## src/rtl/psrs_consts.vh

```
// constants for the pin state, reset and standby controller
`ifndef PSRS_CONSTS_VH
`define PSRS_CONSTS_VH
// operating modes
`define PSRS_MODE_1        3'h1
`define PSRS_MODE_3        3'h3
`define PSRS_MODE_5        3'h5
`define PSRS_MODE_6        3'h6
`define PSRS_MODE_7        3'h7
// power states
`define PSRS_ST_RUN        2'h0
`define PSRS_ST_RESET      2'h1
`define PSRS_ST_HWSTBY     2'h2
`define PSRS_ST_SWSTBY     2'h3
// bus states of an external access
`define PSRS_BUS_IDLE      3'h0
`define PSRS_BUS_FIRST     3'h1
`define PSRS_BUS_SECOND    3'h2
`define PSRS_BUS_THIRD     3'h3
`define PSRS_BUS_WAIT      3'h4
// port field positions
`define PSRS_PA_ADDR_LO    4
`define PSRS_PA_ADDR_PIN   7
`define PSRS_P8_PIN1       1
// minimum reset to standby lead, in system clocks
`define PSRS_RST_LEAD_CYC  10
`endif

```

## src/rtl/psrs_hold_bank.v

```verilog
// hold register bank that keeps pin states in software standby
`timescale 1ns/1ps
module psrs_hold_bank #(
    parameter WIDTH = 8                     // pins in the bank
) (
    input  wire             clock_in,       // system clock
    input  wire             reset_in,       // async reset, active high
    input  wire             capture_in,     // load new pin values
    input  wire [WIDTH-1:0] out_val_in,     // live output values
    input  wire [WIDTH-1:0] out_en_in,      // live output enables
    output reg  [WIDTH-1:0] held_val_out,   // frozen values
    output reg  [WIDTH-1:0] held_en_out     // frozen enables
);
    // capture while running, freeze otherwise
    always @(posedge clock_in or posedge reset_in) begin
        if (reset_in) begin
            held_val_out <= {WIDTH{1'b0}};
            held_en_out  <= {WIDTH{1'b0}};
        end else if (capture_in) begin
            held_val_out <= out_val_in;
            held_en_out  <= out_en_in;
        end
    end
endmodule // psrs_hold_bank

```

## src/rtl/psrs_pin_ctrl.v

```verilog
// pin state, reset and standby controller: top module
// How it works
// - soft standby: inputs and address pins float, port outputs keep
// - port 9: float in reset, keep, I/O
// - port A low four: same as port 9
// - port A 6..4: address or I/O
// - port B 7, 5..0: float, keep, I/O
// - reset low makes every port input, except PA7 driven low on wide modes
// - reset forces strobes high, data floats
// - first/second state: address low half later
// - reset sampled on clock falling edge
// - wait state acts like second state
// - third state: address held to end
// - two-state area second state acts as third
// - reset output low only on watchdog reset
`timescale 1ns/1ps
`include "psrs_consts.vh"
module psrs_pin_ctrl #(
    parameter ADDR_W = 24                         // external address width
) (
    input  wire              clock_in,            // system clock, 125 MHz
    input  wire              reset_in,            // async reset, active high
    input  wire              ext_reset_in_n,      // board reset pin
    input  wire              hw_standby_in_n,     // board standby pin
    input  wire              sw_standby_in,       // core entered soft standby
    input  wire              wdt_reset_in,        // watchdog overflow reset
    input  wire [2:0]        mode_in,             // operating mode pins
    input  wire              upper_address_control_bit_in, // 1: PA6..4 I/O
    input  wire              two_state_area_in,   // current access is 2-state
    input  wire [2:0]        bus_state_in,        // core bus state
    input  wire [ADDR_W-1:0] addr_in,             // core address
    input  wire [15:0]       wdata_in,            // core write data
    input  wire              rd_in,               // core read strobe
    input  wire              wr_in,               // core write strobe
    input  wire [5:0]        p9_val_in,           // port 9 data register
    input  wire [5:0]        p9_dir_in,           // port 9 direction
    input  wire [7:0]        pa_val_in,           // port A data register
    input  wire [7:0]        pa_dir_in,           // port A direction
    input  wire [7:0]        pb_val_in,           // port B data register
    input  wire [7:0]        pb_dir_in,           // port B direction
    input  wire              p8_dir1_in,          // port 8 pin 1 direction
    output reg  [ADDR_W-1:0] addr_out,            // address pins
    output reg               addr_oe_out,         // address pin enable
    output reg  [15:0]       data_out,            // data bus out
    output reg               data_oe_out,         // data bus enable
    output reg               addr_strobe_n_out,   // address strobe
    output reg               rd_n_out,            // read strobe
    output reg               wr_n_out,            // write strobe
    output reg               strobe_oe_out,       // strobe pin enable
    output reg  [5:0]        p9_out,              // port 9 pin values
    output reg  [5:0]        p9_oe_out,           // port 9 enables
    output reg  [7:0]        pa_out,              // port A pin values
    output reg  [7:0]        pa_oe_out,           // port A enables
    output reg  [7:0]        pb_out,              // port B pin values
    output reg  [7:0]        pb_oe_out,           // port B enables
    output reg               port8_pin1_out,      // port 8 pin 1 value
    output reg               port8_pin1_oe_out,   // port 8 pin 1 enable
    output reg               reset_out_n_out,     // reset output value
    output reg               reset_out_n_oe_out,  // reset output enable
    output reg  [1:0]        power_state_out      // present power state
);
    // pin synchronisers, falling edge sampling of external reset
    reg        rst_s1_r;                          // first sync stage
    reg        rst_s2_r;                          // synced reset pin
    reg        hw_standby_in_n_s1_r;                         // first sync stage
    reg        hw_standby_in_n_s2_r;                         // synced standby pin
    reg        rst_half_r;                        // reset seen half later
    reg        held_addr_r;                       // address held for state
    reg  [1:0] pstate_r;                          // power state
    reg  [1:0] pstate_nxt;                        // next power state
    wire       ext_mode;                          // modes 1, 3, 5, 6
    wire       wide_mode;                         // modes 3, 6
    wire       rst_now;                           // reset in force
    wire [21:0] hold_val;                         // frozen pin values
    wire [21:0] hold_en;                          // frozen pin enables
    wire       pa_hi_addr;                        // PA6..4 carry address
    wire [2:0] pa_addr_bits;                      // address 23..21, pin 4 up
    // power state codes, shared with the power_state_out encoding
    localparam [1:0] ST_RUN    = `PSRS_ST_RUN;    // run or sleep
    localparam [1:0] ST_RESET  = `PSRS_ST_RESET;  // reset in force
    localparam [1:0] ST_HWSTBY = `PSRS_ST_HWSTBY; // hardware standby
    localparam [1:0] ST_SWSTBY = `PSRS_ST_SWSTBY; // software standby

    assign ext_mode  = (mode_in == `PSRS_MODE_1) || (mode_in == `PSRS_MODE_3)
                    || (mode_in == `PSRS_MODE_5) || (mode_in == `PSRS_MODE_6);
    assign wide_mode = (mode_in == `PSRS_MODE_3) || (mode_in == `PSRS_MODE_6);
    assign pa_hi_addr = wide_mode && !upper_address_control_bit_in;
    assign rst_now   = !rst_s2_r;

    // address 21 to 23 map onto pins 6 to 4, one bit per pin
    genvar g;
    generate
        for (g = 0; g < 3; g = g + 1) begin : g_pa_addr
            assign pa_addr_bits[g] = addr_in[23 - g];
        end
    endgenerate

    // external reset sampled on falling edge of the clock
    always @(negedge clock_in or posedge reset_in) begin
        if (reset_in) begin
            rst_s1_r <= 1'b1;
            rst_s2_r <= 1'b1;
        end else begin
            rst_s1_r <= ext_reset_in_n;
            rst_s2_r <= rst_s1_r;
        end
    end

    // standby pin synchroniser
    always @(posedge clock_in or posedge reset_in) begin
        if (reset_in) begin
            hw_standby_in_n_s1_r <= 1'b1;
            hw_standby_in_n_s2_r <= 1'b1;
        end else begin
            hw_standby_in_n_s1_r <= hw_standby_in_n;
            hw_standby_in_n_s2_r <= hw_standby_in_n_s1_r;
        end
    end

    // power state: standby pin wins, then reset, then soft standby
    always @* begin
        if (!hw_standby_in_n_s2_r) begin
            pstate_nxt = ST_HWSTBY;
        end else if (rst_now) begin
            pstate_nxt = ST_RESET;
        end else if (sw_standby_in) begin
            pstate_nxt = ST_SWSTBY;
        end else begin
            pstate_nxt = ST_RUN;
        end
    end

    // power state register, starts in reset
    always @(posedge clock_in or posedge reset_in) begin
        if (reset_in) begin
            pstate_r <= ST_RESET;
        end else begin
            pstate_r <= pstate_nxt;
        end
    end

    // address drop timing, half a state after the reset sample
    always @(posedge clock_in or posedge reset_in) begin
        if (reset_in) begin
            rst_half_r  <= 1'b1;
            held_addr_r <= 1'b0;
        end else begin
            rst_half_r <= rst_now;
            if (!rst_now) begin
                held_addr_r <= 1'b0;
            end else if (!rst_half_r) begin
                // third state, or second state of a 2-state area, holds
                held_addr_r <= (bus_state_in == `PSRS_BUS_THIRD)
                    || (two_state_area_in
                        && bus_state_in == `PSRS_BUS_SECOND);
            end else if (bus_state_in == `PSRS_BUS_IDLE) begin
                held_addr_r <= 1'b0;                 // held state finished
            end
        end
    end

    // software standby hold banks: port 9, A, B
    psrs_hold_bank #(
        .WIDTH (22)
    ) u_hold (
        .clock_in     (clock_in),
        .reset_in     (reset_in),
        .capture_in   (pstate_nxt == `PSRS_ST_RUN),
        .out_val_in   ({pb_val_in[7], pb_val_in[5:0], pa_val_in,
                        p9_val_in, 1'b0}),
        .out_en_in    ({pb_dir_in[7], pb_dir_in[5:0], pa_dir_in,
                        p9_dir_in, 1'b0}),
        .held_val_out (hold_val),
        .held_en_out  (hold_en)
    );

    // address, data and strobe pins
    always @(posedge clock_in or posedge reset_in) begin
        if (reset_in) begin
            addr_out          <= {ADDR_W{1'b0}};
            addr_oe_out       <= 1'b0;
            data_out          <= 16'h0000;
            data_oe_out       <= 1'b0;
            addr_strobe_n_out <= 1'b1;
            rd_n_out          <= 1'b1;
            wr_n_out          <= 1'b1;
            strobe_oe_out     <= 1'b0;
        end else if (pstate_nxt == `PSRS_ST_RESET) begin
            // strobes high, data released at once
            addr_strobe_n_out <= 1'b1;
            rd_n_out          <= 1'b1;
            wr_n_out          <= 1'b1;
            strobe_oe_out     <= ext_mode;
            data_oe_out       <= 1'b0;
            data_out          <= 16'h0000;
            if (!held_addr_r && rst_half_r) begin
                // low half a state later, wait acts as second
                addr_out    <= {ADDR_W{1'b0}};
                addr_oe_out <= ext_mode;
            end
        end else if (pstate_nxt == `PSRS_ST_RUN) begin
            addr_out          <= addr_in;
            addr_oe_out       <= ext_mode;
            data_out          <= wdata_in;
            data_oe_out       <= ext_mode && wr_in;
            addr_strobe_n_out <= bus_state_in == `PSRS_BUS_IDLE;
            rd_n_out          <= !rd_in;
            wr_n_out          <= !wr_in;
            strobe_oe_out     <= ext_mode;
        end else begin
            // both standby modes float the bus
            addr_oe_out   <= 1'b0;
            data_oe_out   <= 1'b0;
            strobe_oe_out <= 1'b0;
        end
    end

    // general ports by power state
    always @(posedge clock_in or posedge reset_in) begin
        if (reset_in) begin
            p9_out            <= 6'h00;
            p9_oe_out         <= 6'h00;
            pa_out            <= 8'h00;
            pa_oe_out         <= 8'h00;
            pb_out            <= 8'h00;
            pb_oe_out         <= 8'h00;
            port8_pin1_out    <= 1'b0;
            port8_pin1_oe_out <= 1'b0;
        end else begin
            case (pstate_nxt)
                `PSRS_ST_RESET, `PSRS_ST_HWSTBY: begin
                    // every port goes to the input state, except PA7 in reset on wide modes
                    p9_oe_out         <= 6'h00;
                    pa_oe_out         <= 8'h00;
                    pb_oe_out         <= 8'h00;
                    port8_pin1_oe_out <= 1'b0;
                    pa_out            <= 8'h00;
                    // pin 7 driven low in reset on wide modes
                    pa_oe_out[`PSRS_PA_ADDR_PIN] <=
                        wide_mode && (pstate_nxt == `PSRS_ST_RESET);
                end
                `PSRS_ST_SWSTBY: begin
                    // inputs float, outputs
                    p9_out    <= hold_val[6:1];
                    p9_oe_out <= hold_en[6:1];
                    pa_out    <= hold_val[14:7];
                    pa_oe_out <= hold_en[14:7];
                    pb_out    <= {hold_val[21], 1'b0, hold_val[20:15]};
                    pb_oe_out <= {hold_en[21], 1'b0, hold_en[20:15]};
                    if (pa_hi_addr) begin
                        pa_oe_out[6:4] <= 3'h0;
                    end
                    if (wide_mode) begin
                        pa_oe_out[`PSRS_PA_ADDR_PIN] <= 1'b0;
                    end
                    // pin 1 floats or drives high
                    port8_pin1_out    <= ext_mode && p8_dir1_in;
                    port8_pin1_oe_out <= ext_mode && p8_dir1_in;
                end
                `PSRS_ST_RUN: begin
                    p9_out    <= p9_val_in;
                    p9_oe_out <= p9_dir_in;
                    pa_out    <= pa_val_in;
                    pa_oe_out <= pa_dir_in;
                    pb_out    <= {pb_val_in[7], 1'b0, pb_val_in[5:0]};
                    pb_oe_out <= {pb_dir_in[7], 1'b0, pb_dir_in[5:0]};
                    if (pa_hi_addr) begin
                        // address 21..23 on pins 6..4
                        pa_out[6:4] <= pa_addr_bits;
                        pa_oe_out[6:4] <= 3'h7;
                    end
                    if (wide_mode) begin
                        pa_out[`PSRS_PA_ADDR_PIN]    <= addr_in[20];
                        pa_oe_out[`PSRS_PA_ADDR_PIN] <= 1'b1;
                    end
                    port8_pin1_out    <= ext_mode && p8_dir1_in;
                    port8_pin1_oe_out <= ext_mode && p8_dir1_in;
                end
                default: begin
                    p9_oe_out <= 6'h00;
                end
            endcase
        end
    end

    // reset output: low only on watchdog reset, else floating
    always @(posedge clock_in or posedge reset_in) begin
        if (reset_in) begin
            reset_out_n_out    <= 1'b1;
            reset_out_n_oe_out <= 1'b0;
            power_state_out    <= `PSRS_ST_RESET;
        end else begin
            reset_out_n_out    <= !wdt_reset_in;
            reset_out_n_oe_out <= wdt_reset_in;
            power_state_out    <= pstate_nxt;
        end
    end
endmodule // psrs_pin_ctrl

```

## config.mk

```make
export PLATFORM = sky130hd
export DESIGN_NAME = psrs_pin_ctrl
export DESIGN_NICKNAME = d
export VERILOG_FILES = /design/src/rtl/psrs_hold_bank.v /design/src/rtl/psrs_pin_ctrl.v
export VERILOG_INCLUDE_DIRS = /design/src /design/src/rtl
export SDC_FILE = /design/constraint.sdc
export NUM_CORES = 1
export LEC_CHECK = 0
export BUFFER_PORTS_ARGS = -buffer_cell sky130_fd_sc_hd__buf_2
export CAP_MARGIN = 20
export CORE_MARGIN = 10
export CORE_UTILIZATION = 49
export CTS_CLUSTER_SIZE = 20
export DETAILED_ROUTE_END_ITERATION = 6
export GPL_TIMING_DRIVEN = 0
export PLACE_DENSITY = 0.77
export SLEW_MARGIN = 15
export SYNTH_ARGS = -nofsm -noshare
export SYNTH_HDL_FRONTEND = slang
export SYNTH_SLANG_ARGS = --single-unit
```

## constraint.sdc

```tcl
create_clock -name clock_in -period 4.91 [get_ports clock_in]
set_input_delay 0.2455 -clock clock_in [delete_from_list [all_inputs] [get_ports clock_in]]
set_output_delay 0.2455 -clock clock_in [all_outputs]
set_load 0.005 [all_outputs]
```

==> impl_summary.log <==
INFO  metric synthToLayoutAreaGrowth = 34.8%
INFO  metric normalized_max_slew_margin = about two thirds
INFO  metric setup_viol = 0
INFO  metric worstPathCellList = a21bo_2, inv_2, ha_1, buf_2, buf_2, mux2_2
INFO  metric die_h = roughly 130 um
INFO  metric crit_fanout = 14
INFO  metric final.fill_count = 821
INFO  metric dieArea = roughly 16000 um^2
INFO  metric timing.critical_path.max_delay_family = buffers and inverters
INFO  metric run_status = completed
INFO  metric core_region_area = around 11000 um^2
INFO  metric initial_utilization = roughly half
INFO  metric syn-mean-instance-area = ~12 um^2
INFO  metric worstHoldPathType = input pin to register
INFO  metric startpoint_type = register
INFO  metric initial_antenna_violation_count = 1
INFO  metric drt-total-wl = 14800 um
INFO  metric r2r-end = p9_out[4]
INFO  metric synth_enable_flop_cells = 0
INFO  metric clock_path_buffers = 2
INFO  metric criticalPathCategory = register to register
INFO  metric cts.reportedPaths.clkPinSlew = ~0.06 ns
INFO  metric drt_pre_antenna_iters = 4
INFO  metric grt_start_max_net_pins = 40
INFO  metric post_synth_num_cell_types = 42
INFO  metric slew_viol_final = 0
INFO  metric seq_area_frac_synth = 64.4%
INFO  metric timing.critical_path.to_type = register
INFO  metric path_common_cell = sky130_fd_sc_hd__buf_2
INFO  metric routed-via-count = around 4200
INFO  metric synthesis.area = ~5500 um^2
INFO  metric ys_async_sr_fraction = between 90% and 100%
INFO  metric measured_slew_at_the_worst_slew_check_pin = roughly 0.51 ns
INFO  metric routed_via_density = about 5.1
INFO  metric die_w = between 100 and 150 um
INFO  metric worst_path_largest_cell_delay = between 0.5 and 0.6 ns
INFO  metric cellPowerDensity = ~450 nW/um^2
INFO  metric number_of_nets_in_the_final_layout = approximately 800
INFO  metric sequential_cell_area = approximately 3600 um^2
INFO  metric fin_ws = between 0.2 and 0.25 ns
INFO  metric grt_remaining_overflow = 0
INFO  metric synth_seq_cells = ~140
INFO  metric drcViolationCount = 0
INFO  metric cell_at_the_root_of_the_clock_tree = sky130_fd_sc_hd__clkbuf_16
INFO  metric cts-buffers-inserted = 17
INFO  metric setup.reg_to_reg.worst_slack = 0.24 ns
INFO  metric grt.total_usage = 18.6%
INFO  metric dp.final_hpwl = ~11000 um
INFO  metric detailed_place.area = about 6800 um^2
INFO  metric cp-startpoint = rst_s2_r
INFO  metric irDropWorstVdd = approximately 0.27 mV
INFO  metric final.hold.worst_slack = 0.0694 ns
INFO  metric clock_latency = 0.43 ns
INFO  metric antenna-diode-count = 0
INFO  metric worst_case_setup_slack_after_placement = -0.0713 ns
INFO  metric post_drt_wl_per_cell = 17.7 um
INFO  metric finish.instance_area = ~7500 um^2
INFO  metric power.leakage = between 3 and 4 nW
INFO  metric area_taken_by_multi_input_logic_gates = between 1500 and 2000 um^2
INFO  metric timing.critical_path.to = p9_out[4]
INFO  metric slowest_stage = sky130_fd_sc_hd__dfstp_2
INFO  metric globalplace.congestion = around 0.78
INFO  metric placement.io_buffers = around 190
INFO  metric final_layout_size_suffix_gt1_share = 41.2%
INFO  metric crit_buf_inv = 3
INFO  metric first_global_vias = 4688
INFO  metric r2r_start = rst_s2_r
INFO  metric rsz0062_at_grt = no
INFO  metric number_of_instances_in_the_synthesized_netlist = roughly 470
INFO  metric clkSinkCount = between 100 and 150
INFO  metric cts-htree-levels = 4
INFO  metric grt_pass1_wl = 23900 um
INFO  metric violation_count_after_the_first_detailed_route_iteration = approximately 260
INFO  metric yosys_warnings = 0
INFO  metric cts_tree = built
INFO  metric num_rows = 38
INFO  metric route.antenna.remaining_nets = 0
INFO  metric arrival = between 4 and 5 ns
INFO  metric worst-endpoint-required = between 5 and 6 ns
INFO  metric worst-r2r-cell-count = 6
INFO  metric ys_dominant_reg_cell = sky130_fd_sc_hd__dfrtp_1
INFO  metric skew = 0.0416 ns
INFO  metric top_level_ports = ~200
INFO  metric maxCapViolations = 0
INFO  metric crit_cells = 6
INFO  metric hold_viol_final = 0
[worst min-delay path by stage]
stage                    start              endpoint  cells after the start
6_report           addr_in[11]          addr_out[11]                      2
5_1_grt            addr_in[17]          addr_out[17]                      2
4_1_cts            addr_in[11]          addr_out[11]                      2
3_5_place_dp          reset_in    reset_out_n_oe_out                      2
3_3_place_gp          rst_s1_r              rst_s2_r                      0
2_1_floorplan  hw_standby_in_n  hw_standby_in_n_s1_r                      0
[flip-flops by register name, indices dropped and copies added, names as in the netlist, 2 cells and up]
register and count:
addr_out 24, u_hold.held_en_out 21, u_hold.held_val_out 21, data_out 16, pa_oe_out 8, pa_out 8, pb_oe_out 7, pb_out 7
p9_oe_out 6, p9_out 6, power_state_out 2
[cells in the mapped netlist, drive strengths merged, types with 2 or more instances]
library cell	number	area share [%]
mux2	31	7.0
nor3	2	0.18
a21bo	2	0.36
o32ai	3	0.47
nor2	4	0.27
dfstp	10	4.7
nand2	74	5.0
o211ai	4	0.54
buf	20	2.6
nand2b	17	1.9
nand4	4	0.45
a22o	24	3.8
inv	31	2.1
clkbuf	11	0.75
a21oi	25	2.5
nor2b	5	0.70
o21ai	49	4.4
dfrtp	132	60
ha	3	0.68
and2	2	0.23
[metrics by stage]
step	util [%]	setup TNS, ns	power [mW]	instances
2_1_floorplan	-	0	1.70	466
3_3_place_gp	61.1	-0.448	1.92	798
3_5_place_dp	61.9	-1.24	1.95	802
4_1_cts	68.3	0	3.41	835
5_1_grt	68.3	0	3.54	835
6_report	68.3	0	3.37	835
[placed cells by master, fill, tap and decap left out, drive strengths merged, types with 10 or more instances in the layout]
cell type  synthesis  layout
dfstp             10      10
a21oi             25      25
clkbuf            11      30
inv               31      31
nand2             74      74
buf               20     215
dfrtp            132     132
nand2b            17      17
o21ai             49      49
mux2              31      31
a22o              24      24
[logic make-up after synthesis]
family	after synthesis	share of synthesized area [%]
simple gates	111	9.19
fa+ha+maj	3	0.678
mux	31	7.05
compound gates	114	13.1
other cells	1	0.0677
flops	142	64.4
xor+xnor	1	0.158
buf+inv	62	5.40
[area by class of cell]
class	count	area share [%]
Clock inverter	13	2.97
Clock buffer	19	6.06
Multi-Input combinational cell	262	22.5
Timing Repair Buffer	199	14.4
Buffer	30	2.41
Sequential cell	142	47.7
Inverter	30	1.56
Tap cell	140	2.35
[where the power goes]
part	internal, mW	total, mW	switching [mW]	leakage [nW]
clock network	0.976	1.44	0.468	0.332
registers	1.35	1.43	0.0797	1.76
logic	0.252	0.502	0.250	1.76
total	2.57	3.37	0.798	3.85
[routing by layer]
metal | share of wire [%] | GRT usage, %
met3 | 8.3 | 8.50
met4 | 1.6 | 6.56
met5 | 0.12 | 0
met2 | 51 | 30.5
met1 | 39 | 20.9
[what timing repair did]
| action | CTS | global route |
|---|---|---|
| hold buffers | 3 | 0 |
| gates resized for setup | 0 | 1 |
| hold endpoints to repair | 17 | 0 |
| buffers inserted | 0 | 0 |
| cloned | 0 | 0 |
| setup endpoints to repair | 30 | 3 |
Note: power is estimated with default switching activity, not from simulation.
